==> config.mk <==
export PLATFORM = sky130hd
export DESIGN_NAME = oeft_osc_ctrl
export DESIGN_NICKNAME = d
export VERILOG_FILES = /design/src/oeft_pkg.sv /design/src/oeft_osc_ctrl.sv
export SDC_FILE = /design/constraint.sdc
export NUM_CORES = 1
export LEC_CHECK = 0
export ABC_AREA = 1
export BUFFER_PORTS_ARGS = -buffer_cell sky130_fd_sc_hd__buf_2
export CORE_MARGIN = 2
export CORE_UTILIZATION = 35
export CTS_CLUSTER_SIZE = 12
export DETAILED_ROUTE_END_ITERATION = 6
export PLACE_DENSITY = 0.72
export SETUP_SLACK_MARGIN = 0.02
export SLEW_MARGIN = 10
export SYNTH_ARGS = -nofsm -noshare
export SYNTH_HDL_FRONTEND = slang
export SYNTH_SLANG_ARGS = --single-unit
export TNS_END_PERCENT = 20
==> constraint.sdc <==
create_clock -name clk_sys -period 2.3 [get_ports clk_sys]
set_input_delay 0.115 -clock clk_sys [delete_from_list [all_inputs] [get_ports clk_sys]]
set_output_delay 0.115 -clock clk_sys [all_outputs]
set_load 0.05 [all_outputs]
==> src/oeft_pkg.sv <==
package oeft_pkg;

  // ----------------------------------------------------------------
  // Register map (byte address = word index * 4)
  // ----------------------------------------------------------------
  localparam logic [3:0] ADDR_MANUAL_ENABLE = 4'h0;
  localparam logic [3:0] ADDR_FREQ_SELECT   = 4'h4;
  localparam logic [3:0] ADDR_TRIM          = 4'h8;
  localparam logic [3:0] ADDR_ENABLE_STATUS = 4'hC;

  // ----------------------------------------------------------------
  // Field positions of the manual enable register
  // ----------------------------------------------------------------
  localparam int BIT_EXT       = 7;
  localparam int BIT_FAST      = 6;
  localparam int BIT_SLOW      = 4;
  localparam int BIT_SECONDARY = 3;
  localparam int BIT_CONVERTER = 2;
  localparam logic [7:0] MANUAL_ENABLE_MASK = 8'hDC;

  // ----------------------------------------------------------------
  // Widths and reset values
  // ----------------------------------------------------------------
  localparam int FREQ_W = 3;
  localparam int TRIM_W = 6;
  localparam logic [7:0] MANUAL_ENABLE_RESET = 8'h00;
  localparam logic [5:0] TRIM_RESET          = 6'h00;

  // Reset oscillator fuse codes
  localparam logic [2:0] FUSE_FAST_1MHZ  = 3'h6;
  localparam logic [2:0] FUSE_FAST_32MHZ = 3'h0;

  // Frequency select codes
  typedef enum logic [2:0] {
    OEFT_F1M   = 3'h0,
    OEFT_F2M   = 3'h1,
    OEFT_RSV2  = 3'h2,
    OEFT_F4M   = 3'h3,
    OEFT_F8M   = 3'h4,
    OEFT_F12M  = 3'h5,
    OEFT_F16M  = 3'h6,
    OEFT_RSV7  = 3'h7
  } oeft_freq_t;

  // Nominal frequency in MHz per code, doubled rate under the PLL
  localparam logic [5:0] MHZ_1  = 6'h01;
  localparam logic [5:0] MHZ_2  = 6'h02;
  localparam logic [5:0] MHZ_4  = 6'h04;
  localparam logic [5:0] MHZ_8  = 6'h08;
  localparam logic [5:0] MHZ_12 = 6'h0C;
  localparam logic [5:0] MHZ_16 = 6'h10;
  localparam logic [5:0] MHZ_24 = 6'h18;
  localparam logic [5:0] MHZ_32 = 6'h20;

endpackage

==> src/oeft_osc_ctrl.sv <==
// Chosen here: the Avalon-MM interface to the registers and the placing of the registers.
`timescale 1ns/1ps
`default_nettype none

// What this block does
// - External manual bit keeps external oscillator on, mode from fuse.
// - Fast manual bit keeps fast oscillator on at selected frequency.
// - Slow manual bit keeps the 31 kHz oscillator on.
// - Secondary manual bit keeps it on with bypass and power mode.
// - Converter manual bit keeps the 600 kHz oscillator on.
// - Each enable is its own manual bit OR its own module request.
// - Select codes map to 1..16 MHz, PLL doubles 8..16 MHz codes.
// - Fuse for 1 MHz source loads select code 011 at reset.
// - Fuse for 32 MHz PLL source loads select code 110 at reset.
// - Trim is a signed two's-complement offset.
// - Trim zero is center frequency and the reset default.
// - Unimplemented bits ignore writes and read zero.
module oeft_osc_ctrl (
  input  wire logic        clk_sys,
  input  wire logic        sys_rst,
  // Avalon-MM slave
  input  wire logic [3:0]  avs_address,
  input  wire logic        avs_read,
  input  wire logic        avs_write,
  input  wire logic [31:0] avs_writedata,
  input  wire logic [3:0]  avs_byteenable,
  output logic [31:0]      avs_readdata,
  output logic             avs_waitrequest,
  // Fuses and system configuration
  input  wire logic [2:0]  reset_osc_fuse,
  input  wire logic [2:0]  ext_osc_mode_fuse,
  input  wire logic        pll_source_sel,
  input  wire logic        secondary_bypass,
  input  wire logic        secondary_power_mode,
  // Module requests
  input  wire logic        ext_osc_module_req,
  input  wire logic        fast_osc_module_req,
  input  wire logic        slow_osc_module_req,
  input  wire logic        secondary_osc_module_req,
  input  wire logic        converter_osc_module_req,
  // Oscillator controls
  output logic             ext_osc_enable,
  output logic [2:0]       ext_osc_mode,
  output logic             fast_osc_enable,
  output logic [5:0]       fast_osc_freq_mhz,
  output logic [5:0]       fast_osc_trim_out,
  output logic             slow_osc_enable,
  output logic             secondary_osc_enable,
  output logic             secondary_osc_bypass,
  output logic             secondary_osc_high_power,
  output logic             converter_osc_enable
);

  // ----------------------------------------------------------------
  // Registers
  // ----------------------------------------------------------------
  logic [7:0]              osc_manual_enable;
  logic [2:0]              fast_freq_select;
  logic [5:0]              fast_freq_trim;
  logic                    strap_pending;
  logic                    ack;

  // ----------------------------------------------------------------
  // Bus decode
  // ----------------------------------------------------------------
  wire logic               sel_en;
  wire logic               sel_frq;
  wire logic               sel_trim;
  wire logic               sel_stat;
  assign sel_en   = avs_address == oeft_pkg::ADDR_MANUAL_ENABLE;
  assign sel_frq  = avs_address == oeft_pkg::ADDR_FREQ_SELECT;
  assign sel_trim = avs_address == oeft_pkg::ADDR_TRIM;
  assign sel_stat = avs_address == oeft_pkg::ADDR_ENABLE_STATUS;
  wire logic               req      = avs_read | avs_write;
  wire logic               wr_lane0 = avs_write & ack & avs_byteenable[0];
  wire logic [2:0]         wr_freq  = avs_writedata[2:0];
  wire logic               freq_rsv = (wr_freq == oeft_pkg::OEFT_RSV2) |
                                      (wr_freq == oeft_pkg::OEFT_RSV7);

  // One wait cycle, then acknowledge
  assign avs_waitrequest = req & ~ack;

  // Acknowledge toggles high for one cycle per request
  always_ff @(posedge clk_sys or posedge sys_rst) begin
    if (sys_rst) begin
      ack <= 1'b0;
    end else begin
      ack <= req & ~ack;
    end
  end

  // ----------------------------------------------------------------
  // Register writes
  // ----------------------------------------------------------------
  // Manual enable and trim; reset values are constants
  always_ff @(posedge clk_sys or posedge sys_rst) begin
    if (sys_rst) begin
      osc_manual_enable <= oeft_pkg::MANUAL_ENABLE_RESET;
      fast_freq_trim    <= oeft_pkg::TRIM_RESET;
    end else if (wr_lane0 & sel_en) begin
      osc_manual_enable <= avs_writedata[7:0] & oeft_pkg::MANUAL_ENABLE_MASK;
    end else if (wr_lane0 & sel_trim) begin
      fast_freq_trim    <= avs_writedata[5:0];
    end
  end

  // Strap capture of the reset fuse happens on the first edge after release
  always_ff @(posedge clk_sys or posedge sys_rst) begin
    if (sys_rst) begin
      strap_pending    <= 1'b1;
      fast_freq_select <= oeft_pkg::OEFT_F4M;
    end else if (strap_pending) begin
      strap_pending    <= 1'b0;
      if (reset_osc_fuse == oeft_pkg::FUSE_FAST_32MHZ) begin
        fast_freq_select <= oeft_pkg::OEFT_F16M;
      end else begin
        fast_freq_select <= oeft_pkg::OEFT_F4M;
      end
    end else if (wr_lane0 & sel_frq & ~freq_rsv) begin
      fast_freq_select <= wr_freq;
    end
  end

  // ----------------------------------------------------------------
  // Read data
  // ----------------------------------------------------------------
  // zero-filled reads
  wire logic [7:0] rd_en   = osc_manual_enable;
  wire logic [7:0] rd_frq  = {5'h00, fast_freq_select};
  wire logic [7:0] rd_trim = {2'h0, fast_freq_trim};
  wire logic [7:0] rd_stat = {ext_osc_enable, fast_osc_enable, 1'b0,
                              slow_osc_enable, secondary_osc_enable,
                              converter_osc_enable, 2'h0};
  wire logic [7:0] rd_mux  = sel_en   ? rd_en   :
                             sel_frq  ? rd_frq  :
                             sel_trim ? rd_trim :
                             sel_stat ? rd_stat : 8'h00;

  // Read data registered; unmapped addresses return zero
  always_ff @(posedge clk_sys or posedge sys_rst) begin
    if (sys_rst) begin
      avs_readdata <= 32'h0000_0000;
    end else if (avs_read & ~ack) begin
      avs_readdata <= {24'h00_0000, rd_mux};
    end
  end

  // ----------------------------------------------------------------
  // Oscillator enables
  // ----------------------------------------------------------------
  // external held on
  assign ext_osc_enable = osc_manual_enable[oeft_pkg::BIT_EXT] |
                          ext_osc_module_req;
  assign ext_osc_mode   = ext_osc_mode_fuse;
  assign fast_osc_enable = osc_manual_enable[oeft_pkg::BIT_FAST] |
                           fast_osc_module_req;
  assign slow_osc_enable = osc_manual_enable[oeft_pkg::BIT_SLOW] |
                           slow_osc_module_req;
  assign secondary_osc_enable = osc_manual_enable[oeft_pkg::BIT_SECONDARY] |
                                secondary_osc_module_req;
  assign secondary_osc_bypass     = secondary_bypass;
  // Power mode is ignored in bypass
  assign secondary_osc_high_power = secondary_power_mode & ~secondary_bypass;
  assign converter_osc_enable = osc_manual_enable[oeft_pkg::BIT_CONVERTER] |
                                converter_osc_module_req;

  // ----------------------------------------------------------------
  // Frequency decode
  // ----------------------------------------------------------------
  // code to MHz
  always_comb begin
    fast_osc_freq_mhz = oeft_pkg::MHZ_4;
    unique case (fast_freq_select)
      oeft_pkg::OEFT_F1M:  fast_osc_freq_mhz = oeft_pkg::MHZ_1;
      oeft_pkg::OEFT_F2M:  fast_osc_freq_mhz = oeft_pkg::MHZ_2;
      oeft_pkg::OEFT_F4M:  fast_osc_freq_mhz = oeft_pkg::MHZ_4;
      oeft_pkg::OEFT_F8M:  fast_osc_freq_mhz = pll_source_sel ?
                             oeft_pkg::MHZ_16 : oeft_pkg::MHZ_8;
      oeft_pkg::OEFT_F12M: fast_osc_freq_mhz = pll_source_sel ?
                             oeft_pkg::MHZ_24 : oeft_pkg::MHZ_12;
      oeft_pkg::OEFT_F16M: fast_osc_freq_mhz = pll_source_sel ?
                             oeft_pkg::MHZ_32 : oeft_pkg::MHZ_16;
      default:             fast_osc_freq_mhz = oeft_pkg::MHZ_4;
    endcase
  end

  assign fast_osc_trim_out = fast_freq_trim;

endmodule

`default_nettype wire

==> key figures <==
Outcome
  • Outcome: complete, no violations

Floorplan
  • Die height: 69.2 um
  • IO Pins: 113
  • Core Box Area: 0.00406 mm^2
  • Chip Width: between 60 and 70 um
  • Die ar.: ~0.0048 mm^2
  • Initial Util: between 30% and 40%
  • Cell row count: 23

Timing
  • Max frequency: 0.640 GHz
  • Min Tclk post-route: 1.56 ns
  • TNS Setup: 0 ns
  • Least-Margin Pin Slew: a little under 0.9 ns
  • Crit share post-route: 67.9%
  • Fin. max-slew vios: 0
  • Worst rel slew slack: 40.9%
  • RSZ-0062 raised after global routing: false
  • Clock skew: around 0.00064 ns
  • Final hold slack: 0.0238 ns
  • Final count of negative-setup-slack endpoints: 0
  • Hold Fails Final Rpt: 0

Clock tree
  • CTS hold repair buffers: 0
  • Cts bufs inserted: 3
  • Post-cts resize count: 0
  • CTS tree: yes
  • Post-CTS setup buffer count: 0
  • H-tree Lvls: 1
  • Clock latency on the worst-skew pair: ~0.26 ns
  • CTS Buffer Depth: 2
  • Num Clock Sinks: 24
  • Clock Pin Slew Worst Setup and Hold Paths: 0.08 ns
  • Root Buffer: clkbuf_8

Place
  • RD Place Congestion: 0.798
  • Number of I/O port buffers: 55
  • Dpl hpwl: 2380 um

Hold path
  • Hold Crit Class: in -> async

Layout
  • Register Area: 604 um^2
  • Commonest non-fill, non-tap cell in the layout: buf_2
  • Commonest non-fill, non-tap cells in the layout: 55 x buf_2, 43 x nand2_1, 25 x conb_1
  • Multi-input logic area: around 650 um^2
  • Fill cell count: 432
  • Share of cells above drive strength 1: about 29%
  • ANT cells: 0
  • Fin nets: 308
  • Area grow syn2layout: 17.3%
  • Util after Layout: 43.0%

Setup path
  • WP depth: 3
  • Worst reg-to-reg path cell count: 4
  • Critical path type: reg -> out
  • Data arrival, critical path: between 1 and 1.5 ns
  • Top delay family on crit path: flip-flops
  • CP endpoint kind: primary output
  • Delay of the slowest critical-path stage: 0.62 ns
  • Worst Setup Start Kind: register
  • Buf/Inv on CP: 1
  • CP Cell Sequence: a21oi_1, a211oi_1, buf_2
  • Worst EP required: 2.18 ns
  • CP max FO: 9
  • CP max stage cell: dfstp_2

Global routing
  • GRT Overall Usage: between 10% and 20%
  • GR Overflow Total: 0
  • Pin count of the biggest net entering global routing: 25
  • Initial antenna violation count: 0
  • Vias in the first global route: 1194
  • First-pass GRT wire length: a little over 5000 um

Power and ir drop
  • Peak supply drop: 0.000328 V
  • Leak: 0.00101 uW
  • Cell Pwr Density: ~750 mW/mm^2

Route
  • Total number of vias: 1306
  • Drt initial violations: 38
  • Drt drc: 0
  • Router iterations before antenna repair: 4
  • Avg WL per Cell: 9.90 um
  • Drt total wl: 2960 um
  • Vias per inst: 4.37
  • Antenna-violating nets left: 0

Yosys
  • Top cells by area, synth: dfrtp_1 35%, buf_4 15%, nand2_1 11%, nand3_1 7.7%, dfstp_2 5.3%
  • Avg Cell Area, Syn: 7.48 um^2
  • Gate count after technology mapping: 199
  • Yosys warnings: 0
  • #FFs+latches synth: 24
  • Synth unique cells: 24
  • Post-Syn Area: 0.00149 mm^2
  • Post-synth top area cell: dfrtp_1
  • Seq/Total Area, Yosys: 40.6%
  • Post-synth top area share: approximately a third

Run
  • Maxcap violations: 0
-- path summary, 6_finish.rpt --
kind | slack (ns) | from | to
setup / recovery | 0.74 | fast_freq_select[1] | fast_osc_freq_mhz[4]
hold / removal | 0.02 | sys_rst | ack
setup reg to reg | 0.79 | ack | avs_readdata[5]
hold reg to reg | 0.48 | ack | ack
max in group asynchronous | 1.73 | sys_rst | fast_osc_trim_out[1]
min in group clk_sys | 0.09 | avs_writedata[5] | fast_osc_trim_out[5]
-- sequential cells by signal, summed over array words and instances (netlist names) --
name               flops
strap_pending          1
osc_manual_enable      5
fast_freq_select       3
fast_osc_trim_out      6
ack                    1
avs_readdata           8
-- kinds of logic (layout without fill, tap and decap cells) --
family,count (synthesis),after routing,synth area share (%)
and+or+nand+nor,99,99,30.2
buffers and inverters,55,81,21.8
DFF,24,24,40.6
AOI/OAI and AO/OA,20,20,7.23
other,1,25,0.252
-- power by group --
part,switching (uW),leakage [uW],internal (uW),total (uW)
clock,135,0.0000357,233,368
combinational,349,0.000667,87.2,436
sequential,37.5,0.000309,470,508
-- final cells by class --
class,instances,area share (%)
inverter,22,4.73
timing repair buffer,55,15.8
clock buffer,3,2.36
clock inverter,1,1.72
tap,50,3.58
multi-input combinational,144,37.2
sequential,24,34.6
-- cell usage after synthesis --
cell      count
a211oi_1      2
a21oi_1       3
buf_2         1
buf_4        29
buf_6         1
clkbuf_1      2
conb_1        1
dfrtp_1      21
dfstp_2       3
inv_1        20
inv_2         2
nand2_1      43
nand2_2       2
nand3_1      23
nand3_2       1
nand4_1       4
nor2_1       18
nor2_2        2
nor2_4        2
nor3_1        2
o21a_1        1
o21ai_0      12
o21ai_1       2
or2_2         2
-- per-stage QoR --
stage / cells / setup slack (ns) / cell area, um^2 / power (uW)
finish: 299 / 0.738 / 1750 / 1310
global route: 299 / 0.519 / 1750 / 1380
CTS: 299 / 0.740 / 1750 / 1320
detailed placement: 295 / 0.774 / 1680 / 954
global placement: 295 / 0.778 / 1680 / 950
floorplan: 223 / 0.185 / 1580 / 908
-- metal layers --
layer / global-route usage [%] / vias to the layer above / wire length [um]
met5: 0 / - / 0
met4: 4.36 / 0 / 31
met3: 2.47 / 5 / 189
met2: 20.4 / 50 / 1360
met1: 17.2 / 575 / 1380
li1: - / 676 / -
No activity file was read; power rests on OpenSTA's default activity.
